`src/rtl/tcs_cfg.svh`:
```
/*
  Constants of the torque command select and mode switch block.
  Assumes inclusion by bare name from the package and the design.
*/
`ifndef TCS_CFG_SVH
`define TCS_CFG_SVH
// ------------------------------------------------------------
// Register addresses
// ------------------------------------------------------------
`define TCS_ADDR_FILT 16'h010E
`define TCS_ADDR_SCALE 16'h0152
`define TCS_ADDR_MODE 16'h0102
`define TCS_ADDR_SP1 16'h0118
`define TCS_ADDR_SP2 16'h011A
`define TCS_ADDR_SP3 16'h011C
`define TCS_ADDR_STAT 16'h0300
`define TCS_ADDR_TQ 16'h0302
// ------------------------------------------------------------
// Reset values and limits
// ------------------------------------------------------------
`define TCS_RST_FILT 16'h0000
`define TCS_RST_SCALE 16'h0064
`define TCS_RST_MODE 8'h03
`define TCS_FILT_MAX 16'h03E8
`define TCS_SCALE_MAX 16'h03E8
`define TCS_SP_MAX 16'h012C
`define TCS_MV_FULL 16'h2710
`define TCS_SCALE_DIV 32'h000003E8
`define TCS_MS_US 32'h000003E8
`define TCS_PCT_TENTHS 20'h0000A
`define TCS_QF 16
// ------------------------------------------------------------
// Control mode codes
// ------------------------------------------------------------
`define TCS_M_PT 8'h00
`define TCS_M_PR 8'h01
`define TCS_M_S 8'h02
`define TCS_M_T 8'h03
`define TCS_M_SZ 8'h04
`define TCS_M_TZ 8'h05
`define TCS_M_PTS 8'h06
`define TCS_M_PTT 8'h07
`define TCS_M_PRS 8'h08
`define TCS_M_PRT 8'h09
`define TCS_M_ST 8'h0A
`define TCS_M_PTPR 8'h0D
// ------------------------------------------------------------
// Timing
// ------------------------------------------------------------
`define TCS_CLK_NS 10
`define TCS_CTRL_CYCLE_US 100
`endif

```
`src/rtl/tcs_pkg.sv`:
```
/*
  Types of the torque command select and mode switch block.
  Assumes tcs_cfg.svh on the include path.
*/
`include "tcs_cfg.svh"
package tcs_pkg;
  typedef enum logic [1:0] {
    TCS_ACT_POSITION = 2'b00,
    TCS_ACT_SPEED = 2'b01,
    TCS_ACT_TORQUE = 2'b10
  } tcs_act_t;
  typedef enum logic [1:0] {
    TCS_PS_IDLE = 2'b00,
    TCS_PS_WAIT = 2'b01,
    TCS_PS_MOVE = 2'b10
  } tcs_pos_t;
endpackage

```
`src/rtl/tcs_top.sv`:
```
/*
  Torque command selection, smoothing, analog scaling and dual mode switching.
  Assumes digital inputs arrive asynchronously; analog sample in mV is on CLK_I.
*/
// Strobed register access was chosen for this implementation.
// What this block does
// - Both selects low in T mode: torque from analog input, -10 V to +10 V.
// - Both selects low in Tz mode: torque command forced to zero.
// - Select codes 01,10,11 pick stored setpoints one to three, within +-300 %.
// - A written stored setpoint applies at once; select changes apply while servo is on.
// - Input level 0 means off, level 1 means on.
// - In position and speed modes the torque source is a limit, not a demand.
// - Low-pass filter with time constant in ms; zero passes unfiltered.
// - Torque percent equals input volts times scale setting over ten.
// - Same scale turns analog input into a torque limit in position and speed.
// - Torque selection honoured only while servo is on.
// - Dual mode codes 06,07,08,09,0A and 0D.
// - No dual mode pairs the zero-reference speed or torque modes.
// - Pulse/speed takes pulses; internal/speed takes stored position setpoints.
// - Speed/position switch on: speed mode, trigger ignored.
// - Switch off: motor held, no position, until trigger rising edge.
// - Trigger rising edge latches six-bit target and starts the move.
// - Switch back on returns to speed mode at once.
// - Speed/torque switch on: torque mode with torque select inputs.
// - Speed/torque switch off: follow speed select, torque again when on.
`timescale 1ns/1ns
`default_nettype none
`include "tcs_cfg.svh"
module tcs_top
  import tcs_pkg::*;
#(
  parameter int CTRL_CYCLES = `TCS_CTRL_CYCLE_US * 1000 / `TCS_CLK_NS
) (
  input wire logic CLK_I,
  input wire logic RESETN_I,
  input wire logic [15:0] REG_ADDR_I,
  input wire logic [15:0] REG_WDATA_I,
  input wire logic REG_WR_I,
  input wire logic REG_RD_I,
  output logic [15:0] REG_RDATA_O,
  input wire logic SERVO_ON_I,
  input wire logic [1:0] TORQUE_SELECT_I,
  input wire logic [1:0] SPEED_SELECT_I,
  input wire logic [5:0] POSITION_SELECT_I,
  input wire logic POSITION_TRIGGER_I,
  input wire logic SPEED_POS_SWITCH_I,
  input wire logic SPEED_TORQUE_SWITCH_I,
  input wire logic signed [15:0] ANALOG_REF_MV_I,
  output logic signed [19:0] TORQUE_CMD_O,
  output logic TORQUE_IS_LIMIT_O,
  output logic [1:0] ACTIVE_MODE_O,
  output logic [1:0] SPEED_SEL_O,
  output logic POS_FROM_PULSES_O,
  output logic MOTOR_HOLD_O,
  output logic POS_MOVE_O,
  output logic [5:0] POS_TARGET_O
);
  // ------------------------------------------------------------
  // Input synchronisers
  // ------------------------------------------------------------
  localparam int NDI = 14;
  logic [NDI-1:0] di_meta_reg;
  logic [NDI-1:0] di_reg;
  logic trig_d_reg;
  logic servo_d_reg;
  always_ff @(posedge CLK_I or negedge RESETN_I) begin
    if (!RESETN_I) begin
      di_meta_reg <= '0;
      di_reg <= '0;
    end else begin
      di_meta_reg <= {SERVO_ON_I, TORQUE_SELECT_I, SPEED_SELECT_I, POSITION_SELECT_I,
                      POSITION_TRIGGER_I, SPEED_POS_SWITCH_I, SPEED_TORQUE_SWITCH_I};
      di_reg <= di_meta_reg;
    end
  end
  // Level 1 is on, level 0 is off
  logic servo_s, trig_s, sp_sw, st_sw;
  logic [1:0] tsel_s, ssel_s;
  logic [5:0] psel_s;
  assign servo_s = di_reg[13];
  assign tsel_s = di_reg[12:11];
  assign ssel_s = di_reg[10:9];
  assign psel_s = di_reg[8:3];
  assign trig_s = di_reg[2];
  assign sp_sw = di_reg[1];
  assign st_sw = di_reg[0];
  always_ff @(posedge CLK_I or negedge RESETN_I) begin
    if (!RESETN_I) begin
      trig_d_reg <= 1'b0;
      servo_d_reg <= 1'b0;
    end else begin
      trig_d_reg <= trig_s;
      servo_d_reg <= servo_s;
    end
  end
  logic trig_rise;
  logic servo_rise;
  assign trig_rise = trig_s & ~trig_d_reg;
  assign servo_rise = servo_s & ~servo_d_reg;
  // ------------------------------------------------------------
  // Registers
  // ------------------------------------------------------------
  logic [15:0] filt_reg;
  logic [15:0] scale_reg;
  logic [7:0] mode_reg;
  logic signed [15:0] sp_reg [1:3];
  logic mode_ok;
  always_comb begin
    case (REG_WDATA_I[7:0])
      `TCS_M_PT, `TCS_M_PR, `TCS_M_S, `TCS_M_T, `TCS_M_SZ, `TCS_M_TZ,
      `TCS_M_PTS, `TCS_M_PTT, `TCS_M_PRS, `TCS_M_PRT, `TCS_M_ST, `TCS_M_PTPR: mode_ok = 1'b1;
      default: mode_ok = 1'b0;
    endcase
  end
  logic sp_ok;
  assign sp_ok = ($signed(REG_WDATA_I) <= $signed(`TCS_SP_MAX)) &&
                 ($signed(REG_WDATA_I) >= -$signed(`TCS_SP_MAX));
  always_ff @(posedge CLK_I or negedge RESETN_I) begin
    if (!RESETN_I) begin
      filt_reg <= `TCS_RST_FILT;
      scale_reg <= `TCS_RST_SCALE;
      mode_reg <= `TCS_RST_MODE;
    end else if (REG_WR_I) begin
      if (REG_ADDR_I == `TCS_ADDR_FILT && REG_WDATA_I <= `TCS_FILT_MAX) begin
        filt_reg <= REG_WDATA_I;
      end
      if (REG_ADDR_I == `TCS_ADDR_SCALE && REG_WDATA_I <= `TCS_SCALE_MAX) begin
        scale_reg <= REG_WDATA_I;
      end
      if (REG_ADDR_I == `TCS_ADDR_MODE && mode_ok) begin
        mode_reg <= REG_WDATA_I[7:0];
      end
    end
  end
  // Stored setpoints, out-of-range writes dropped
  genvar gi;
  generate
    for (gi = 1; gi <= 3; gi++) begin : g_sp
      always_ff @(posedge CLK_I or negedge RESETN_I) begin
        if (!RESETN_I) begin
          sp_reg[gi] <= '0;
        end else if (REG_WR_I && sp_ok && REG_ADDR_I == `TCS_ADDR_SP1 + 16'(2 * (gi - 1))) begin
          sp_reg[gi] <= $signed(REG_WDATA_I);
        end
      end
    end
  endgenerate
  // ------------------------------------------------------------
  // Mode decode
  // ------------------------------------------------------------
  tcs_act_t act_next;
  logic pulse_next;
  logic fsm_need;
  always_comb begin
    act_next = TCS_ACT_POSITION;
    pulse_next = 1'b0;
    fsm_need = 1'b0;
    case (mode_reg)
      `TCS_M_PT: pulse_next = 1'b1;
      `TCS_M_PR: fsm_need = 1'b1;
      `TCS_M_S, `TCS_M_SZ: act_next = TCS_ACT_SPEED;
      `TCS_M_T, `TCS_M_TZ: act_next = TCS_ACT_TORQUE;
      `TCS_M_PTS, `TCS_M_PRS: begin
        act_next = sp_sw ? TCS_ACT_SPEED : TCS_ACT_POSITION;
        fsm_need = ~sp_sw;
        pulse_next = (mode_reg == `TCS_M_PTS) & ~sp_sw;
      end
      `TCS_M_PTT, `TCS_M_PRT: begin
        act_next = st_sw ? TCS_ACT_TORQUE : TCS_ACT_POSITION;
        fsm_need = ~st_sw;
        pulse_next = (mode_reg == `TCS_M_PTT) & ~st_sw;
      end
      `TCS_M_ST: act_next = st_sw ? TCS_ACT_TORQUE : TCS_ACT_SPEED;
      `TCS_M_PTPR: begin
        fsm_need = ~sp_sw;
        pulse_next = sp_sw;
      end
      default: act_next = TCS_ACT_POSITION;
    endcase
  end
  // ------------------------------------------------------------
  // Position trigger sequencing
  // ------------------------------------------------------------
  tcs_pos_t pos_reg;
  tcs_pos_t pos_next;
  logic [5:0] target_reg;
  always_comb begin
    pos_next = pos_reg;
    case (pos_reg)
      TCS_PS_IDLE: if (fsm_need) pos_next = TCS_PS_WAIT;
      TCS_PS_WAIT: if (trig_rise) pos_next = TCS_PS_MOVE;
      TCS_PS_MOVE: pos_next = TCS_PS_MOVE;
      default: pos_next = TCS_PS_IDLE;
    endcase
    if (!fsm_need) begin
      pos_next = TCS_PS_IDLE;
    end
  end
  always_ff @(posedge CLK_I or negedge RESETN_I) begin
    if (!RESETN_I) begin
      pos_reg <= TCS_PS_IDLE;
    end else begin
      pos_reg <= pos_next;
    end
  end
  always_ff @(posedge CLK_I or negedge RESETN_I) begin
    if (!RESETN_I) begin
      target_reg <= '0;
    end else if (fsm_need && pos_reg != TCS_PS_IDLE && trig_rise) begin
      target_reg <= psel_s;
    end
  end
  // Mode outputs
  tcs_act_t act_reg;
  logic limit_reg, pulse_reg, hold_reg;
  logic [1:0] ssel_reg;
  always_ff @(posedge CLK_I or negedge RESETN_I) begin
    if (!RESETN_I) begin
      act_reg <= TCS_ACT_POSITION;
      limit_reg <= 1'b1;
      pulse_reg <= 1'b0;
      hold_reg <= 1'b0;
      ssel_reg <= '0;
    end else begin
      act_reg <= act_next;
      limit_reg <= (act_next != TCS_ACT_TORQUE);
      pulse_reg <= pulse_next;
      hold_reg <= fsm_need & (pos_next != TCS_PS_MOVE);
      ssel_reg <= ssel_s;
    end
  end
  // ------------------------------------------------------------
  // Torque source selection
  // ------------------------------------------------------------
  logic [1:0] applied_reg;
  always_ff @(posedge CLK_I or negedge RESETN_I) begin
    if (!RESETN_I) begin
      applied_reg <= '0;
    end else if (servo_rise || (servo_s && tsel_s != applied_reg)) begin
      applied_reg <= tsel_s;
    end
  end
  // Analog clamp to +-10 V then scale to 0.1 % units
  logic signed [15:0] a_clamp;
  logic signed [31:0] a_prod;
  logic signed [19:0] analog_reg;
  always_comb begin
    a_clamp = ANALOG_REF_MV_I;
    if (ANALOG_REF_MV_I > $signed(`TCS_MV_FULL)) a_clamp = $signed(`TCS_MV_FULL);
    if (ANALOG_REF_MV_I < -$signed(`TCS_MV_FULL)) a_clamp = -$signed(`TCS_MV_FULL);
    a_prod = 32'(a_clamp) * 32'($signed({1'b0, scale_reg}));
  end
  logic signed [31:0] a_quot;
  assign a_quot = a_prod / $signed(`TCS_SCALE_DIV);
  always_ff @(posedge CLK_I or negedge RESETN_I) begin
    if (!RESETN_I) begin
      analog_reg <= '0;
    end else begin
      analog_reg <= a_quot[19:0];
    end
  end
  logic signed [19:0] src_next;
  logic signed [19:0] src_reg;
  always_comb begin
    if (!servo_s) begin
      src_next = '0;
    end else if (applied_reg == 2'b00) begin
      src_next = (mode_reg == `TCS_M_TZ) ? 20'sh00000 : analog_reg;
    end else begin
      src_next = 20'(sp_reg[applied_reg] * $signed(`TCS_PCT_TENTHS));
    end
  end
  always_ff @(posedge CLK_I or negedge RESETN_I) begin
    if (!RESETN_I) begin
      src_reg <= '0;
    end else begin
      src_reg <= src_next;
    end
  end
  // ------------------------------------------------------------
  // Smoothing filter
  // ------------------------------------------------------------
  localparam logic [31:0] CYC_W = 32'(CTRL_CYCLES);
  localparam logic [31:0] TC_US = 32'(`TCS_CTRL_CYCLE_US);
  logic [31:0] tick_cnt_reg;
  logic tick;
  assign tick = (tick_cnt_reg == CYC_W - 32'h00000001);
  always_ff @(posedge CLK_I or negedge RESETN_I) begin
    if (!RESETN_I) begin
      tick_cnt_reg <= '0;
    end else begin
      tick_cnt_reg <= tick ? 32'h00000000 : tick_cnt_reg + 32'h00000001;
    end
  end
  // Coefficient k = Tc / (tau + Tc) in Q16
  logic [31:0] k_den;
  logic [31:0] k_full;
  logic [16:0] k_reg;
  assign k_den = 32'({16'h0000, filt_reg} * `TCS_MS_US) + TC_US;
  assign k_full = (TC_US << `TCS_QF) / k_den;
  always_ff @(posedge CLK_I or negedge RESETN_I) begin
    if (!RESETN_I) begin
      k_reg <= '0;
    end else begin
      k_reg <= k_full[16:0];
    end
  end
  logic signed [35:0] acc_reg;
  logic signed [35:0] x_q;
  logic signed [36:0] diff;
  logic signed [54:0] step;
  assign x_q = {src_reg, 16'h0000};
  assign diff = 37'(x_q) - 37'(acc_reg);
  assign step = diff * $signed({1'b0, k_reg});
  always_ff @(posedge CLK_I or negedge RESETN_I) begin
    if (!RESETN_I) begin
      acc_reg <= '0;
    end else if (tick) begin
      if (filt_reg == `TCS_RST_FILT) begin
        acc_reg <= x_q;
      end else begin
        acc_reg <= acc_reg + step[51:16];
      end
    end
  end
  // ------------------------------------------------------------
  // Register read port
  // ------------------------------------------------------------
  logic [15:0] rdata_reg;
  always_ff @(posedge CLK_I or negedge RESETN_I) begin
    if (!RESETN_I) begin
      rdata_reg <= '0;
    end else if (REG_RD_I) begin
      case (REG_ADDR_I)
        `TCS_ADDR_FILT: rdata_reg <= filt_reg;
        `TCS_ADDR_SCALE: rdata_reg <= scale_reg;
        `TCS_ADDR_MODE: rdata_reg <= {8'h00, mode_reg};
        `TCS_ADDR_SP1: rdata_reg <= sp_reg[1];
        `TCS_ADDR_SP2: rdata_reg <= sp_reg[2];
        `TCS_ADDR_SP3: rdata_reg <= sp_reg[3];
        `TCS_ADDR_STAT: rdata_reg <= {8'h00, servo_s, limit_reg, pos_reg, applied_reg, act_reg};
        `TCS_ADDR_TQ: rdata_reg <= acc_reg[31:16];
        default: rdata_reg <= 16'h0000;
      endcase
    end else begin
      rdata_reg <= 16'h0000;
    end
  end
  assign REG_RDATA_O = rdata_reg;
  assign TORQUE_CMD_O = acc_reg[35:16];
  assign TORQUE_IS_LIMIT_O = limit_reg;
  assign ACTIVE_MODE_O = act_reg;
  assign SPEED_SEL_O = ssel_reg;
  assign POS_FROM_PULSES_O = pulse_reg;
  assign MOTOR_HOLD_O = hold_reg;
  assign POS_MOVE_O = (pos_reg == TCS_PS_MOVE);
  assign POS_TARGET_O = target_reg;
endmodule
`default_nettype wire

```
`config.mk`:
```
export PLATFORM = sky130hd
export DESIGN_NAME = tcs_top
export DESIGN_NICKNAME = d
export VERILOG_FILES = /design/src/rtl/tcs_pkg.sv /design/src/rtl/tcs_top.sv
export VERILOG_INCLUDE_DIRS = /design/src /design/src/rtl
export SDC_FILE = /design/constraint.sdc
export NUM_CORES = 2
export LEC_CHECK = 0
export ABC_AREA = 1
export BUFFER_PORTS_ARGS = -buffer_cell sky130_fd_sc_hd__clkbuf_2
export CAP_MARGIN = 20
export CORE_UTILIZATION = 30
export CTS_CLUSTER_SIZE = 8
export DETAILED_ROUTE_END_ITERATION = 8
export PLACE_DENSITY = 0.55
export SLEW_MARGIN = 20
export SYNTH_ARGS = -nofsm -noshare
export SYNTH_HDL_FRONTEND = slang
export SYNTH_SLANG_ARGS = --single-unit
```
`constraint.sdc`:
```
create_clock -name CLK_I -period 80 [get_ports CLK_I]
set_input_delay 0 -clock CLK_I [delete_from_list [all_inputs] [get_ports CLK_I]]
set_output_delay 0 -clock CLK_I [all_outputs]
set_load 0.01 [all_outputs]
```
Word level (Yosys, flattened, before mapping)

Memory sizes are Yosys's and may differ from the RTL's.
Index checks and enable logic that the tools add are counted.

Div/mod/pow operators: 2
Eq/ne operators: 25
Reductions and logical operators: 26
Bitwise gates (word level): 10
Add/subtract/negate cells: 4
Multiply operators: 4
Multiplexer cells: 22
$lt $le $gt $ge: 6

Operators by type and width:

| cell                                                                               | count |
|---|---|
| 16-bit one-hot mux with 8 select lines                                             | 1 |
| 16-bit by 9-bit equality test with 1-bit output, second input constant             | 6 |
| 16-bit 2-to-1 mux                                                                  | 5 |
| 20-bit 2-to-1 mux                                                                  | 3 |
| 37-bit by 18-bit multiplier with 52-bit output                                     | 1 |
| 36-bit by 36-bit subtractor with 37-bit output                                     | 1 |
| 36-bit adder                                                                       | 1 |
| 36-bit 2-to-1 mux                                                                  | 1 |
| 32-bit by 1-bit adder with 32-bit output, second input constant                    | 1 |
| 16-bit binary-select mux with 2-bit select                                         | 1 |
| 23-bit by 32-bit divider with 32-bit output, first input constant                  | 1 |
| 32-bit by 11-bit divider with 32-bit output, second input constant                 | 1 |
| 16-bit by 10-bit equality test with 1-bit output, second input constant            | 2 |
| 32-bit by 14-bit equality test with 1-bit output, second input constant            | 1 |
| 8-bit by 3-bit equality test with 1-bit output, second input constant              | 4 |
| 8-bit by 4-bit equality test with 1-bit output, second input constant              | 4 |
| 16-bit by 10-bit less-or-equal comparator with 1-bit output, second input constant | 2 |
| 16-bit by 17-bit multiplier with 32-bit output                                     | 1 |
| 32-bit 2-to-1 mux                                                                  | 1 |
| 26-bit by 7-bit adder with 27-bit output, second input constant                    | 1 |
| 16-bit by 7-bit multiplier with 23-bit output, second input constant               | 1 |
| 16-bit by 4-bit multiplier with 19-bit output, second input constant               | 1 |
| 8-bit by 2-bit equality test with 1-bit output, second input constant              | 2 |
| 16-bit by 10-bit >= comparator with 1-bit output, second input constant            | 1 |
| 27 further kinds                                                                   | 55 |

Output and inout bits: 50
Flip-flop bits (word level): 276
ROM bits: 16
Memories kept: 1

Memory list:

| memory          | depth | bits a word | rd ports | clocked after memory_dff | write ports | line           | text |
|---|---|---|---|---|---|---|---|
| (no name shown) | 16    | 1           | 1        | 0                        | 0           | tcs_top.sv:109 | `case (REG_WDATA_I[7:0])` |

Depth between registers and ports, before layout

Depth in word-level cells: 7
Gate-level depth with buffers: 515
Mapped depth without buffers: 490

Worst setup path before layout

OpenSTA, ideal clock, no wires.

Path type: reg2reg
Start point: register filt_reg[1]
End point: register k_reg[0]
Slack: 12.191 ns
Data arrival time: 67.690 ns
Path buffers: 29
Period minus slack after synthesis: 67.809 ns
Library setup time: 0.119 ns
Stages on the path, launching flop included: 504
Data required time: 79.881 ns
Path through: dfrtp_1 > inv_1 > ha_1 > ha_1 > inv_1 > fa_1 > fa_1 > inv_1 > ha_1 > nand3_1 > and2_1 > or2_2 > nand2_1 > a21oi_1 > or2_2 > nand2_1 > a21oi_1 > o21ai_0 > [468 not listed] > o21ai_0 > nand3_1 > nand2_1 > nand2_1 > nand2_1 > nor2_1 > clkbuf_1 > clkinv_1 > nand2_1 > nand2_1 > ha_1 > a21oi_1 > o21ai_0 > o2111ai_1 > nand4_1 > a21oi_1 > o21ai_0 > a21bo_2

Word-level cells in the longest chain between the ends: 3

Ends and longest elaborated chain:

| element                                                 | line           | text |
|---|---|---|
| from (decl)                                             | tcs_top.sv:103 | `logic [15:0] filt_reg;` |
| from (signal assigned)                                  | tcs_top.sv:120 | `` filt_reg <= `TCS_RST_FILT; `` |
| 16-bit by 7-bit multiplier with 23-bit output (no line) | n/a            |  |
| 26-bit by 7-bit adder with 27-bit output                | tcs_top.sv:299 | `` assign k_den = 32'({16'h0000, filt_reg} * `TCS_MS_US) + TC_US; `` |
| 23-bit by 32-bit divider with 32-bit output             | tcs_top.sv:300 | `` assign k_full = (TC_US << `TCS_QF) / k_den; `` |
| via k_full[0]                                           | tcs_top.sv:297 | `logic [31:0] k_full;` |
| to (signal assigned)                                    | tcs_top.sv:305 | `k_reg <= k_full[16:0];` |
| to (decl)                                               | tcs_top.sv:298 | `logic [16:0] k_reg;` |

The timed path passes the listed nets, and every way through them passes these cells.
A chain may end at the register's enable or synchronous reset.

Worst setup path in the final report

Start point: register filt_reg[0]
End point: register k_reg[0]

The elaborated chain is that of the path after synthesis.

==> results.md <==
* Post-synth top flop: dfrtp_1
* Crit-path leading delay family: compound AO/OA/AOI/OAI gates
* Period utilisation layout at around 90%
* Crit-path slowest cell: fa_1
* Distinct cells, synth at 87
* Worst EP required at a little over 80 ns
* WL final at about 220000 um
* Routed Antenna Nets at 0
* Clk slew on worst S/H paths at approximately 0.070 ns
* Worst-Margin Slew at between 1 and 1.5 ns
* Via density at approximately 4.7
* CTS Buf Count at 43
* Skew final at ~0.058 ns
* Post-synth EDFFs at 0
* Worst Path Buf+Inv at 53
* Async SR Flop Fraction at 100%
* TNS Setup at 0 ns
* Deepest level of the CTS H-tree at 2
* Grt total ovfl at 0
* Routed len/inst at about 17 um
* Max-slew violation total from the final report at 0
* CP max stage delay at between 0.6 and 0.7 ns
* Worst slew margin at between 30% and 40%
* Vias in the first global route at just over 60000
* GPL Wtd Cong at between 0.8 and 0.9
* Post-layout minimum cycle time at just over 70 ns
* CTS root buf: clkbuf_16
* Clk_lat worst skew at 0.64 ns
* Top-area cell type share of the netlist area at around a quarter
* Final worst slack at between 8 and 9 ns
* # IOs at roughly 120
* PortBufs at 115
* Synth area leader: fa_1
* Synthesized instance count at 9736
* DRT iter0 DRCs at roughly 3800
* Fmax at 13.9 MHz
* Total GRT Usage at 18.3%
* Initial antenna violation count at 8
* Hold violation count in the final report at 0
* WP data arrival at roughly 72 ns
* Rows at about 180
* Yosys warns at 0
* CTS tree: yes
* Die ar. at between 200000 and 250000 um^2
* DRT Pass-1 Iters at 6
* Area growth, synth to finish at 8.71%
* Clk sinks at 275
* CTS Buffer Depth at 3
* # DRC at 0
* Die X at ~500 um
* Max-Cap Viols at 0
* DP Worst Slack at -0.982 ns
* Hold Crit Class: input pin to async pin
* Via count at roughly 61000
* Fill cells at 25470
* Die H at about 500 um
* FF+latch count, synth at about 280
* Nets at about 11000
* Initial Utilization at a little under a third
* Crit path top cell by count: a21oi_1
* Critical path class: flop to flop
* Setup-failing EPs final at 0
* DPL Wire Length at about 180000 um
* Status: complete, no violations
* Layout cells sized above 1 at 8.72%
* Sequential cell area fraction in the yosys report at under 10%
* Core ar. at ~240000 um^2
* Largest net degree at the start of global routing at between 90 and 100
* Critical Path End Type: flop
* CP Launch Type: flop
* Largest cells by area after synthesis: fa_1, ha_1, nand2_1
* Syn avg cell area at around 7.3 um^2
* Mapped Area at approximately 71000 um^2
* CP Max Fanout at 48
* First-pass GRT wire length at 347000 um
* Largest register FFs at 48
## per-layer routing
layer / vias to the layer above / global-route usage [%] / part of all wire (%)
li1: 30582 / - / -
met1: 29293 / 26.0 / 48
met2: 1357 / 29.7 / 45
met3: 219 / 2.13 / 5.0
met4: 4 / 3.95 / 2.1
met5: - / 0 / 0.012
## worst paths after layout
check	startpoint	end	slack [ns]	cells past startpoint
worst max-delay path	filt_reg[0]	k_reg[0]	8.24	479
worst min-delay path	RESETN_I	tick_cnt_reg[20]	0.02	2
worst max register to register	filt_reg[0]	k_reg[0]	8.24	479
worst min register to register	di_meta_reg[12]	di_reg[12]	0.32	0
max in group asynchronous	RESETN_I	filt_reg[0]	78.35	3
min in group CLK_I	POSITION_SELECT_I[0]	di_meta_reg[3]	0.04	2
## cells in the final DEF, fill, tap and decap left out, drive strengths merged, types with 29 or more instances in the layout
master	synthesis	routed
nor3	66	66
nor2	926	926
nand3	408	408
fa	841	841
dfrtp	269	269
a31oi	35	35
nand4	85	85
o22ai	62	62
a21oi	581	581
dlygate4sd3	0	33
o21bai	106	106
ha	762	762
clkinv	42	37
nand2	2121	2121
o21ai	535	535
xor2	298	298
a21o	43	43
inv	1888	1889
xnor2	169	169
buf	40	99
clkbuf	210	182
or2	61	61
o211ai	29	29
## cells by family after synthesis
group / count (synthesis) / share of synthesized area (%)
flops: 275 / 9.71
fa+ha+maj: 1603 / 37.2
xor+xnor: 467 / 5.78
other cells: 1 / 0.00529
simple gates: 3730 / 23.4
buf+inv: 2182 / 11.8
mux: 10 / 0.153
compound gates: 1468 / 11.9
## what timing repair did
action                                 4_1_cts  5_1_grt
setup endpoints to repair                    1        3
gates resized for setup                      3       49
gates cloned                                 0        3
buffers inserted                             0       26
pin swaps                                    0        4
hold buffers                                33        0
endpoints found under the hold margin      169        0
## synthesized netlist by cell type (83+ instances only)
| library cell | number |
|---|---|
| nand2_1 | 1922 |
| inv_1 | 1821 |
| nor2_1 | 871 |
| fa_1 | 841 |
| ha_1 | 762 |
| a21oi_1 | 569 |
| o21ai_0 | 488 |
| nand3_1 | 342 |
| xor2_1 | 297 |
| dfrtp_1 | 269 |
| clkbuf_1 | 208 |
| xnor2_1 | 169 |
| nand2_2 | 142 |
| o21bai_1 | 95 |
| nand4_1 | 83 |
## final cells by class
class / count / area (um^2) / share of cell area [%]
multi-input combinational: 7281 / 55900 / 72.4
inverter: 1932 / 7370 / 9.56
sequential: 275 / 6890 / 8.94
tap: 3150 / 3940 / 5.11
timing repair buffer: 246 / 1660 / 2.15
clock buffer: 68 / 1210 / 1.57
clock inverter: 8 / 149 / 0.193
timing repair inverter: 3 / 15.0 / 0.0195
antenna: 2 / 5.00 / 0.00649
## through the flow
step / instance area [um^2] / std cells / hold WS [ns] / util, %
after floorplan: 70900 / 9738 / -0.296 / -
after global placement: 75000 / 12825 / 0.0964 / 31.9
after detailed placement: 75000 / 12825 / 0.0931 / 31.9
after CTS: 76700 / 12934 / 0.000699 / 32.6
after global routing: 77100 / 12963 / 0.0226 / 32.8
final: 77100 / 12965 / 0.0198 / 32.8
Power is not shown: default switching activity piles up to over one toggle a cycle in this logic, so the estimate is an artifact.
